$ cat src/cal_alarm_pkg.sv
package cal_alarm_pkg;

  // ---------------------------------------------------------------
  // clock and timing
  // ---------------------------------------------------------------
  localparam int unsigned CLK_HZ = 20000000;
  localparam int unsigned BAUD_RATE = 2400;
  localparam int unsigned REPORT_SECONDS = 2;
  localparam int unsigned BIT_CYCLES = CLK_HZ / BAUD_RATE;
  localparam int unsigned REPORT_CYCLES = CLK_HZ * REPORT_SECONDS;
  localparam logic [31:0] CAL_TIME_RST = 32'h0000_4e20;

  // ---------------------------------------------------------------
  // register offsets (byte addresses)
  // ---------------------------------------------------------------
  localparam logic [7:0] CONC_OFS = 8'h00;
  localparam logic [7:0] RANGE_OFS = 8'h04;
  localparam logic [7:0] SPAN_OFS = 8'h08;
  localparam logic [7:0] SETPT1_OFS = 8'h0c;
  localparam logic [7:0] SETPT2_OFS = 8'h10;
  localparam logic [7:0] ALM_CFG_OFS = 8'h14;
  localparam logic [7:0] ALM_ACK_OFS = 8'h18;
  localparam logic [7:0] CAL_TIME_OFS = 8'h1c;
  localparam logic [7:0] STATUS_OFS = 8'h20;

  // reset values
  localparam logic [15:0] SPAN_RST = 16'h0064;
  localparam logic [15:0] SETPT_RST = 16'h03e8;
  localparam logic [1:0] RANGE_RST = 2'h0;

  // range encoding
  localparam logic [1:0] RNG_LOW = 2'h0;
  localparam logic [1:0] RNG_MED = 2'h1;
  localparam logic [1:0] RNG_HIGH = 2'h2;
  localparam logic [1:0] RNG_AIR = 2'h3;

  // 12-bit dac codes: quarter steps of full scale
  localparam logic [11:0] DAC_FULL = 12'hfff;
  localparam logic [11:0] DAC_Q1 = 12'h400;
  localparam logic [11:0] DAC_Q2 = 12'h800;
  localparam logic [11:0] DAC_Q3 = 12'hc00;

  // serial characters
  localparam logic [7:0] CH_CR = 8'h0d;
  localparam logic [7:0] CH_LF = 8'h0a;
  localparam logic [7:0] CH_SP = 8'h20;
  localparam logic [7:0] CH_A = 8'h61;
  localparam logic [7:0] CH_S = 8'h73;
  localparam logic [7:0] CH_Z = 8'h7a;
  localparam logic [7:0] CH_T = 8'h74;
  localparam logic [4:0] RPT_LAST = 5'h10;

  typedef enum logic [1:0] {CAL_IDLE, CAL_ZERO, CAL_SPAN} cal_state_t;

  // per-alarm attributes, reset: defeated, high acting
  typedef struct packed {
    logic defeat;
    logic latch;
    logic failsafe;
    logic high;
  } alm_cfg_t;
  localparam alm_cfg_t ALM_CFG_RST = 4'h9;

  // snapshot of one status line
  typedef struct packed {
    logic [15:0] conc;
    logic [1:0] range;
    logic [15:0] span;
    logic [1:0] disabled;
    logic [1:0] tripped;
  } rpt_t;

endpackage : cal_alarm_pkg

$ cat src/remote_cal_alarm_status_ctrl.sv
// Implementation choices: the register addresses and the APB interface to the registers.
`timescale 1ns/1ps
// How it works
// - zero input starts zero calibration; still high at end repeats it
// - span input starts span calibration; still high at end repeats it
// - calibration contact closed during any calibration, open otherwise
// - remote inputs sampled only while analyzing (contact open)
// - requests during a running calibration are dropped, never queued
// - each threshold alarm is high acting or low acting
// - each threshold alarm has fail-safe, latching and defeat options
// - system alarm on supply fault or failed self test
// - system alarm always fail-safe, latching, never defeated
// - system alarm cleared by power key off, on, then non-system key
// - voltage range id output has one level per range
// - current range id output has one level per range
// - concentration outputs scale linearly to programmed full scale
// - exactly one range relay on; low, medium, high map to 1, 2, 3
// - fourth relay only for the air calibration range
// - status report sent every two seconds
// - report order: concentration, range, span, disabled, tripped
// - each status line ends in carriage return, line feed
// - span or zero command plus enter starts that calibration at once
// - pause command plus enter toggles periodic reporting
// - serial frame 2400 baud, 8 data bits, no parity, 1 stop
module remote_cal_alarm_status_ctrl
  import cal_alarm_pkg::*;
#(
  parameter int unsigned BIT_CNT = BIT_CYCLES,
  parameter int unsigned REPORT_CNT = REPORT_CYCLES
) (
  input wire logic pclk,
  input wire logic presetn,
  input wire logic psel,
  input wire logic penable,
  input wire logic pwrite,
  input wire logic [7:0] paddr,
  input wire logic [31:0] pwdata,
  output logic [31:0] prdata,
  output logic pready,
  output logic pslverr,
  input wire logic zero_req,
  input wire logic span_req,
  input wire logic supply_fault,
  input wire logic selftest_fail,
  input wire logic power_key_on,
  input wire logic other_key,
  input wire logic rxd,
  output logic txd,
  output logic cal_busy_contact,
  output logic [1:0] alarm_relay,
  output logic sys_alarm_relay,
  output logic [3:0] range_relay,
  output logic [11:0] conc_volt_code,
  output logic [11:0] conc_cur_code,
  output logic [11:0] range_volt_code,
  output logic [11:0] range_cur_code
);

  // ---------------------------------------------------------------
  // input synchronisers
  // ---------------------------------------------------------------
  logic [6:0] sync1_q, sync2_q;
  logic zero_s, span_s, fault_s, pkey_s, okey_s, rx_s;
  always_ff @(posedge pclk or negedge presetn) begin
    if (!presetn) begin
      sync1_q <= 7'h50;
      sync2_q <= 7'h50;
    end else begin
      sync1_q <= {rxd, other_key, power_key_on, selftest_fail, supply_fault, span_req, zero_req};
      sync2_q <= sync1_q;
    end
  end
  // reset to each pin's idle level, so no false request or fault follows reset
  assign zero_s = sync2_q[0];
  assign span_s = sync2_q[1];
  assign fault_s = sync2_q[2] | sync2_q[3];
  assign pkey_s = sync2_q[4];
  assign okey_s = sync2_q[5];
  assign rx_s = sync2_q[6];

  // ---------------------------------------------------------------
  // registers and apb slave
  // ---------------------------------------------------------------
  logic [15:0] conc_q, span_q;
  logic [15:0] setpt_q [2];
  logic [1:0] range_q, ack_q, trip_q;
  alm_cfg_t cfg_q [2];
  logic [31:0] cal_time_q, rdata_d;
  cal_state_t cal_state_q, cal_state_d;
  logic sys_trip_q, report_run_q, map_d, wr_en;

  // reads answer one cycle after setup, zero wait states in access
  always_comb begin
    rdata_d = 32'h0;
    map_d = 1'b1;
    case (paddr)
      CONC_OFS: rdata_d = {16'h0, conc_q};
      RANGE_OFS: rdata_d = {30'h0, range_q};
      SPAN_OFS: rdata_d = {16'h0, span_q};
      SETPT1_OFS: rdata_d = {16'h0, setpt_q[0]};
      SETPT2_OFS: rdata_d = {16'h0, setpt_q[1]};
      ALM_CFG_OFS: rdata_d = {24'h0, cfg_q[1], cfg_q[0]};
      ALM_ACK_OFS: rdata_d = 32'h0;
      CAL_TIME_OFS: rdata_d = cal_time_q;
      STATUS_OFS: rdata_d = {26'h0, report_run_q, sys_trip_q, trip_q, cal_state_q};
      default: map_d = 1'b0;
    endcase
  end

  always_ff @(posedge pclk or negedge presetn) begin
    if (!presetn) begin
      prdata <= 32'h0;
      pready <= 1'b0;
      pslverr <= 1'b0;
    end else begin
      pready <= psel & ~penable;
      pslverr <= psel & ~penable & ~map_d;
      if (psel && !penable) begin
        prdata <= rdata_d;
      end
    end
  end
  assign wr_en = psel & penable & pready & pwrite & ~pslverr;

  // software-written configuration
  always_ff @(posedge pclk or negedge presetn) begin
    if (!presetn) begin
      conc_q <= 16'h0;
      range_q <= RANGE_RST;
      span_q <= SPAN_RST;
      setpt_q[0] <= SETPT_RST;
      setpt_q[1] <= SETPT_RST;
      cfg_q[0] <= ALM_CFG_RST;
      cfg_q[1] <= ALM_CFG_RST;
      cal_time_q <= CAL_TIME_RST;
      ack_q <= 2'h0;
    end else begin
      ack_q <= 2'h0;
      if (wr_en) begin
        case (paddr)
          CONC_OFS: conc_q <= pwdata[15:0];
          RANGE_OFS: range_q <= pwdata[1:0];
          SPAN_OFS: span_q <= pwdata[15:0];
          SETPT1_OFS: setpt_q[0] <= pwdata[15:0];
          SETPT2_OFS: setpt_q[1] <= pwdata[15:0];
          ALM_CFG_OFS: {cfg_q[1], cfg_q[0]} <= pwdata[7:0];
          ALM_ACK_OFS: ack_q <= pwdata[1:0];
          CAL_TIME_OFS: cal_time_q <= pwdata;
          default: ack_q <= 2'h0;
        endcase
      end
    end
  end

  // ---------------------------------------------------------------
  // remote calibration
  // ---------------------------------------------------------------
  logic [31:0] cal_cnt_q;
  logic cmd_zero_q, cmd_span_q, cmd_pause_q, cal_end;
  assign cal_end = (cal_cnt_q >= cal_time_q - 32'h1);

  // pins win over serial commands when both arrive together
  always_comb begin
    cal_state_d = cal_state_q;
    case (cal_state_q)
      CAL_IDLE: begin
        if (zero_s) begin
          cal_state_d = CAL_ZERO;
        end else if (span_s) begin
          cal_state_d = CAL_SPAN;
        end else if (cmd_zero_q) begin
          cal_state_d = CAL_ZERO;
        end else if (cmd_span_q) begin
          cal_state_d = CAL_SPAN;
        end
      end
      // requests seen here are dropped, nothing is remembered
      CAL_ZERO, CAL_SPAN: begin
        if (cal_end) begin
          cal_state_d = CAL_IDLE;
        end
      end
      default: cal_state_d = CAL_IDLE;
    endcase
  end

  // a held request retriggers from idle on the next cycle
  always_ff @(posedge pclk or negedge presetn) begin
    if (!presetn) begin
      cal_state_q <= CAL_IDLE;
      cal_busy_contact <= 1'b0;
      cal_cnt_q <= 32'h0;
    end else begin
      cal_state_q <= cal_state_d;
      cal_busy_contact <= (cal_state_d != CAL_IDLE);
      cal_cnt_q <= (cal_state_q == CAL_IDLE || cal_end) ? 32'h0 : cal_cnt_q + 32'h1;
    end
  end

  // ---------------------------------------------------------------
  // threshold alarms
  // ---------------------------------------------------------------
  for (genvar i = 0; i < 2; i++) begin : g_alarm
    logic cond;
    assign cond = cfg_q[i].high ? (conc_q > setpt_q[i]) : (conc_q < setpt_q[i]);
    always_ff @(posedge pclk or negedge presetn) begin
      if (!presetn) begin
        trip_q[i] <= 1'b0;
        alarm_relay[i] <= 1'b0;
      end else begin
        if (cfg_q[i].defeat) begin
          trip_q[i] <= 1'b0;
        end else if (cfg_q[i].latch) begin
          trip_q[i] <= cond | (trip_q[i] & ~ack_q[i]);
        end else begin
          trip_q[i] <= cond;
        end
        // fail-safe coil is energized while healthy
        alarm_relay[i] <= trip_q[i] ^ cfg_q[i].failsafe;
      end
    end
  end

  // ---------------------------------------------------------------
  // system alarm
  // ---------------------------------------------------------------
  logic pkey_prev_q, okey_prev_q, seen_off_q, armed_q;
  always_ff @(posedge pclk or negedge presetn) begin
    if (!presetn) begin
      sys_trip_q <= 1'b0;
      sys_alarm_relay <= 1'b0;
      pkey_prev_q <= 1'b1;
      okey_prev_q <= 1'b0;
      seen_off_q <= 1'b0;
      armed_q <= 1'b0;
    end else begin
      pkey_prev_q <= pkey_s;
      okey_prev_q <= okey_s;
      if (!sys_trip_q) begin
        seen_off_q <= 1'b0;
        armed_q <= 1'b0;
      end else if (pkey_prev_q && !pkey_s) begin
        seen_off_q <= 1'b1;
        armed_q <= 1'b0;
      end else if (seen_off_q && !pkey_prev_q && pkey_s) begin
        armed_q <= 1'b1;
      end
      // a live fault wins over the clear sequence
      if (fault_s) begin
        sys_trip_q <= 1'b1;
      end else if (armed_q && okey_s && !okey_prev_q) begin
        sys_trip_q <= 1'b0;
      end
      sys_alarm_relay <= ~sys_trip_q;
    end
  end

  // ---------------------------------------------------------------
  // analog codes and range relays
  // ---------------------------------------------------------------
  logic [27:0] scaled;
  logic [11:0] conc_code;
  // widened first: a 16-bit product would wrap before the divide
  assign scaled = (span_q == 16'h0) ? 28'h0 : ({12'h0, conc_q} * {16'h0, DAC_FULL}) / {12'h0, span_q};
  assign conc_code = (conc_q >= span_q) ? DAC_FULL : scaled[11:0];

  // current dac maps code 0 to 4 mA and full code to 20 mA
  always_ff @(posedge pclk or negedge presetn) begin
    if (!presetn) begin
      conc_volt_code <= 12'h0;
      conc_cur_code <= 12'h0;
      range_volt_code <= DAC_Q1;
      range_cur_code <= DAC_Q1;
      range_relay <= 4'h1;
    end else begin
      conc_volt_code <= conc_code;
      conc_cur_code <= conc_code;
      range_relay <= 4'(4'h1 << range_q);
      case (range_q)
        RNG_LOW: range_volt_code <= DAC_Q1;
        RNG_MED: range_volt_code <= DAC_Q2;
        RNG_HIGH: range_volt_code <= DAC_Q3;
        default: range_volt_code <= DAC_FULL;
      endcase
      case (range_q)
        RNG_LOW: range_cur_code <= DAC_Q1;
        RNG_MED: range_cur_code <= DAC_Q2;
        RNG_HIGH: range_cur_code <= DAC_Q3;
        default: range_cur_code <= DAC_FULL;
      endcase
    end
  end

  // ---------------------------------------------------------------
  // serial receiver and command parser
  // ---------------------------------------------------------------
  logic rx_busy_q, rx_done_q;
  logic [15:0] rx_cnt_q;
  logic [3:0] rx_bit_q;
  logic [7:0] rx_sh_q, prev1_q, prev2_q;
  always_ff @(posedge pclk or negedge presetn) begin
    if (!presetn) begin
      rx_busy_q <= 1'b0;
      rx_done_q <= 1'b0;
      rx_cnt_q <= 16'h0;
      rx_bit_q <= 4'h0;
      rx_sh_q <= 8'h0;
    end else begin
      rx_done_q <= 1'b0;
      if (!rx_busy_q) begin
        if (!rx_s) begin
          rx_busy_q <= 1'b1;
          rx_cnt_q <= 16'(BIT_CNT / 2);
          rx_bit_q <= 4'h0;
        end
      end else if (rx_cnt_q != 16'h0) begin
        rx_cnt_q <= rx_cnt_q - 16'h1;
      end else begin
        rx_cnt_q <= 16'(BIT_CNT - 1);
        rx_bit_q <= rx_bit_q + 4'h1;
        if (rx_bit_q == 4'h0 && rx_s) begin
          rx_busy_q <= 1'b0; // glitch, not a start bit
        end else if (rx_bit_q == 4'h9) begin
          rx_busy_q <= 1'b0;
          rx_done_q <= rx_s;
        end else if (rx_bit_q != 4'h0) begin
          rx_sh_q <= {rx_s, rx_sh_q[7:1]};
        end
      end
    end
  end

  // two-letter commands are only honoured when enter follows at once
  always_ff @(posedge pclk or negedge presetn) begin
    if (!presetn) begin
      prev1_q <= 8'h0;
      prev2_q <= 8'h0;
      cmd_zero_q <= 1'b0;
      cmd_span_q <= 1'b0;
      cmd_pause_q <= 1'b0;
    end else begin
      cmd_zero_q <= 1'b0;
      cmd_span_q <= 1'b0;
      cmd_pause_q <= 1'b0;
      if (rx_done_q) begin
        if (rx_sh_q == CH_CR) begin
          cmd_span_q <= (prev2_q == CH_A) && (prev1_q == CH_S);
          cmd_zero_q <= (prev2_q == CH_A) && (prev1_q == CH_Z);
          cmd_pause_q <= (prev2_q == CH_S) && (prev1_q == CH_T);
          prev1_q <= 8'h0;
          prev2_q <= 8'h0;
        end else begin
          prev2_q <= prev1_q;
          prev1_q <= rx_sh_q;
        end
      end
    end
  end

  // ---------------------------------------------------------------
  // periodic status report
  // ---------------------------------------------------------------
  logic [31:0] rpt_cnt_q;
  logic rpt_tick, frame_q, tx_busy_q;
  logic [4:0] idx_q;
  logic [15:0] tx_cnt_q;
  logic [3:0] tx_bit_q;
  logic [9:0] tx_sh_q;
  rpt_t snap_q;

  function automatic logic [7:0] hex_ch(input logic [3:0] n);
    hex_ch = (n < 4'ha) ? 8'({4'h3, n}) : 8'(8'h37 + {4'h0, n});
  endfunction : hex_ch

  // fixed-width line; digits are hexadecimal to keep the encoder small
  function automatic logic [7:0] char_at(input rpt_t s, input logic [4:0] i);
    case (i)
      5'h00: char_at = hex_ch(s.conc[15:12]);
      5'h01: char_at = hex_ch(s.conc[11:8]);
      5'h02: char_at = hex_ch(s.conc[7:4]);
      5'h03: char_at = hex_ch(s.conc[3:0]);
      5'h05: char_at = hex_ch({2'h0, s.range});
      5'h07: char_at = hex_ch(s.span[15:12]);
      5'h08: char_at = hex_ch(s.span[11:8]);
      5'h09: char_at = hex_ch(s.span[7:4]);
      5'h0a: char_at = hex_ch(s.span[3:0]);
      5'h0c: char_at = hex_ch({2'h0, s.disabled});
      5'h0e: char_at = hex_ch({2'h0, s.tripped});
      5'h0f: char_at = CH_CR;
      5'h10: char_at = CH_LF;
      default: char_at = CH_SP;
    endcase
  endfunction : char_at

  assign rpt_tick = report_run_q && (rpt_cnt_q >= REPORT_CNT - 1);

  always_ff @(posedge pclk or negedge presetn) begin
    if (!presetn) begin
      report_run_q <= 1'b1;
      rpt_cnt_q <= 32'h0;
    end else begin
      if (cmd_pause_q) begin
        report_run_q <= ~report_run_q;
      end
      rpt_cnt_q <= (rpt_tick || !report_run_q) ? 32'h0 : rpt_cnt_q + 32'h1;
    end
  end

  // a late tick while a line is still going out is skipped
  always_ff @(posedge pclk or negedge presetn) begin
    if (!presetn) begin
      frame_q <= 1'b0;
      tx_busy_q <= 1'b0;
      idx_q <= 5'h0;
      tx_cnt_q <= 16'h0;
      tx_bit_q <= 4'h0;
      tx_sh_q <= 10'h3ff;
      snap_q <= '0;
      txd <= 1'b1;
    end else begin
      txd <= tx_busy_q ? tx_sh_q[0] : 1'b1;
      if (!frame_q) begin
        if (rpt_tick) begin
          frame_q <= 1'b1;
          tx_busy_q <= 1'b0;
          idx_q <= 5'h0;
          snap_q <= '{conc_q, range_q, span_q, {cfg_q[1].defeat, cfg_q[0].defeat}, trip_q};
        end
      end else if (!tx_busy_q) begin
        tx_busy_q <= 1'b1;
        tx_sh_q <= {1'b1, char_at(snap_q, idx_q), 1'b0};
        tx_cnt_q <= 16'(BIT_CNT - 1);
        tx_bit_q <= 4'h0;
      end else if (tx_cnt_q != 16'h0) begin
        tx_cnt_q <= tx_cnt_q - 16'h1;
      end else if (tx_bit_q == 4'h9) begin
        tx_busy_q <= 1'b0;
        idx_q <= idx_q + 5'h1;
        frame_q <= (idx_q != RPT_LAST);
      end else begin
        tx_cnt_q <= 16'(BIT_CNT - 1);
        tx_bit_q <= tx_bit_q + 4'h1;
        tx_sh_q <= {1'b1, tx_sh_q[9:1]};
      end
    end
  end
endmodule : remote_cal_alarm_status_ctrl

$ cat config.mk
export PLATFORM = sky130hd
export DESIGN_NAME = remote_cal_alarm_status_ctrl
export DESIGN_NICKNAME = d
export VERILOG_FILES = /design/src/cal_alarm_pkg.sv /design/src/remote_cal_alarm_status_ctrl.sv
export SDC_FILE = /design/constraint.sdc
export NUM_CORES = 2
export LEC_CHECK = 0
export CORE_AREA = 2 2 264 266
export CTS_BUF_LIST = sky130_fd_sc_hd__clkbuf_8 sky130_fd_sc_hd__clkbuf_16
export DETAILED_ROUTE_END_ITERATION = 10
export DIE_AREA = 0 0 266 268
export DONT_BUFFER_PORTS = 1
export PLACE_DENSITY = 0.73
export SETUP_SLACK_MARGIN = 0.02
export SLEW_MARGIN = 25
export SYNTH_ARGS = -nofsm -noshare
export SYNTH_HDL_FRONTEND = slang
export SYNTH_SLANG_ARGS = --single-unit
$ cat constraint.sdc
create_clock -name pclk -period 82.7 [get_ports pclk]
set_input_delay 24.81 -clock pclk [delete_from_list [all_inputs] [get_ports pclk]]
set_output_delay 24.81 -clock pclk [all_outputs]
set_load 0.01 [all_outputs]
==> impl_metrics.tcl <==
set metrics [dict create \
    status "finished clean" \
    h-tree-depth 2 \
    cp_slowest_stage_delay_ps 680 \
    place_ws_ps 2640 \
    io_buffers 0 \
    synth-xor-area-share 0.0611 \
    cts_tree "built" \
    netlist_instances 4852 \
    setup_slack_ps 5580 \
    vias 35900 \
    layout_common_cells "496 x ha_1, 474 x nor2_1, 440 x nand2_1, 333 x dfrtp_1, 313 x inv_1" \
    drt_iter0_markers 3090 \
    drive_above_1_share 0.105 \
    max_freq_mhz 13.0 \
    first_pass_iters 7 \
    antenna_found_initial 1 \
    fin_util 0.632 \
    synth_fa_ha_area_frac 0.199 \
    coreArea_um2 68200 \
    crit_end "conc_cur_code[0]" \
    setup_viol 0 \
    ys_top_cells_by_area "dfrtp_1 21%, ha_1 15%, mux2_2 5.6%" \
    yosysUniqueCellTypes 112 \
    layout.nets 5444 \
    grt_max_degree 377 \
    syn_avg_cell_area_um2 8.39 \
    finalCritPeriodShare 0.933 \
    syn_area_um2 40700 \
    fin_crit_ps 77120 \
    crit_cells 341 \
    synth_ff_type "dfrtp_1" \
    synth_top_family_by_area "compound AO/OA/AOI/OAI gates" \
    cts_root_buffer "clkbuf_16" \
    crit_path_top_delay_cell "fa_1" \
    critPathMaxFanout 32 \
    die_h_um 268 \
    r2r_cells 341 \
    io_pins 143 \
    crit_family "compound AO/OA/AOI/OAI gates" \
    cp_common_cell "o21a_1" \
    hold_viol_final 0 \
    async_flop_share 1.00 \
    tightestPinTransition_ps 1060 \
    vias_per_cell 6.28 \
    synth_edf_count 0 \
    drc_errors 0 \
    row_count 96 \
    final_common_cell "ha_1" \
    synth.top_cell.area_share 0.205 \
    yosys-mux-area-fraction 0.0617 \
    die-area_um2 71300 \
    critPathBufInv 12 \
    syn2layout_area_growth_pct 5.94 \
    clkLatencyLatePin_ps 590 \
    end_kind "flop" \
    grt_pass1_wl_um 178000 \
    rr_endpoint "conc_cur_code[0]" \
    crit_required_ps 83150 \
    yosysSeqAreaShare 0.232 \
    wl_per_cell_um 19.2 \
    place.gp.congestion 0.952 \
    ant_nets 0 \
    relSlewSlack 0.294 \
    min_path_type "reg -> reg" \
    clock-sinks 376 \
    slew_violations 0 \
    synth_compound_area_frac 0.204 \
    worstSetupStartpointType "flop" \
    initial_utilization 0.597 \
    ys_ff_latch 376 \
    overflow 0 \
    dpl.hpwl_um 82900 \
    synth_top_area_cell "dfrtp_1" \
    grt_pass1_vias 34000 \
    cts.reportedPaths.clkPinSlew_ps 60 \
    setup.worst_path.class "reg -> reg" \
    timing.rr.start "conc_q[4]" \
    drv_cap 0 \
    r2r_setup_slack_ps 5580 \
    cts_buffer_depth 3 \
    track_usage 0.304 \
    arrival_ps 77570 \
    cts_inserted_buffers 43 \
    synthSimpleGateAreaFrac 0.196 \
    yosys_warnings 0 \
    startpoint "conc_q[4]" \
    drt-total-wl_um 110000 \
    finClkSkew_ps 26.8 \
    die_w_um 266 \
    final.setup.tns_ps 0 \
    diodes 0 \
]
==> metal layers <==
metal,wire (µm),part of all wire,GRT usage,vias up
met5,0,0,0,-
met4,3470,0.032,0.0970,0
met3,6980,0.064,0.0312,213
met2,50400,0.46,0.508,1171
met1,49000,0.45,0.415,17100
li1,-,-,-,17400
==> worst reg2reg max path: cells and delay by family (launching register included) <==
family	cells	cell delay (ps)
AO/OA/AOI/OAI	205	44590
XOR/XNOR	1	220
flip-flops	1	560
AND/OR/NAND/NOR	87	18060
buffers and inverters	12	1970
multiplexers	2	680
adder cells (fa/ha/maj)	34	10960
==> cell families after synthesis <==
| family | count (synthesis) |
|---|---|
| AO/OA/AOI/OAI | 1251 |
| AND/OR/NAND/NOR | 1669 |
| multiplexers | 224 |
| flip-flops | 376 |
| other | 1 |
| buffers and inverters | 456 |
| XOR/XNOR | 284 |
| adder cells (fa/ha/maj) | 591 |
==> per-stage QoR <==
step | cells | area [µm²] | hold WS (ps)
after floorplan | 4857 | 40700 | 331
after global placement | 5626 | 41500 | 334
after detailed placement | 5626 | 41500 | 338
after CTS | 5706 | 42900 | 352
after global routing | 5719 | 43200 | 359
final | 5719 | 43200 | 350
==> worst min path at each step <==
stage | slack (ps) | start | to | cells after the start
2_1_floorplan | 330 | sync1_q[0] | sync2_q[0] | 0
3_3_place_gp | 330 | sync1_q[3] | sync2_q[3] | 0
3_5_place_dp | 340 | sync1_q[0] | sync2_q[0] | 0
4_1_cts | 350 | sync1_q[3] | sync2_q[3] | 0
5_1_grt | 360 | sync1_q[2] | sync2_q[2] | 0
6_report | 350 | sync1_q[3] | sync2_q[3] | 0
==> synthesized netlist by cell type, types with 48 or more instances <==
| cell | n |
|---|---|
| fa_1 | 94 |
| xnor2_1 | 169 |
| nand2b_1 | 52 |
| clkbuf_1 | 93 |
| dfrtp_1 | 334 |
| o21a_1 | 166 |
| o31ai_1 | 58 |
| a21oi_1 | 287 |
| nor2b_1 | 58 |
| or2_2 | 52 |
| ha_1 | 496 |
| nor3_1 | 199 |
| nand4_1 | 48 |
| xor2_1 | 115 |
| nand2_1 | 442 |
| a21o_1 | 111 |
| nor2_1 | 476 |
| inv_1 | 299 |
| o21ai_0 | 228 |
| mux2_2 | 204 |
| nand3_1 | 105 |
==> flip-flops by register name, summed over array words and instances (netlist names), 5 cells and up <==
name	count
tx_cnt_q	16
sync1_q	7
rx_sh_q	8
cal_cnt_q	32
cal_time_q	32
sync2_q	7
prdata	32
snap_q	38
prev2_q	8
setpt_q	32
span_q	16
rx_cnt_q	16
prev1_q	8
cfg_q	8
conc_q	16
conc_cur_code	12
rpt_cnt_q	32
tx_sh_q	9
idx_q	5
==> layout make-up <==
cell class                 count  area, µm²
clock buffer                  51       1190
clock inverter                29        208
fill                        5878      25100
inverter                     301       1130
multi-input combinational   4026      29600
sequential                   376       9470
tap                          882       1100
timing repair buffer          54        405
==> what timing repair did <==
action                                  CTS  global route
endpoints found under the setup margin    0             2
hold buffers                              0             0
buffers inserted                          0            12
resized for setup                         0            45
Power is not shown: default switching activity piles up to over one toggle a cycle in this logic, so the estimate is an artifact.
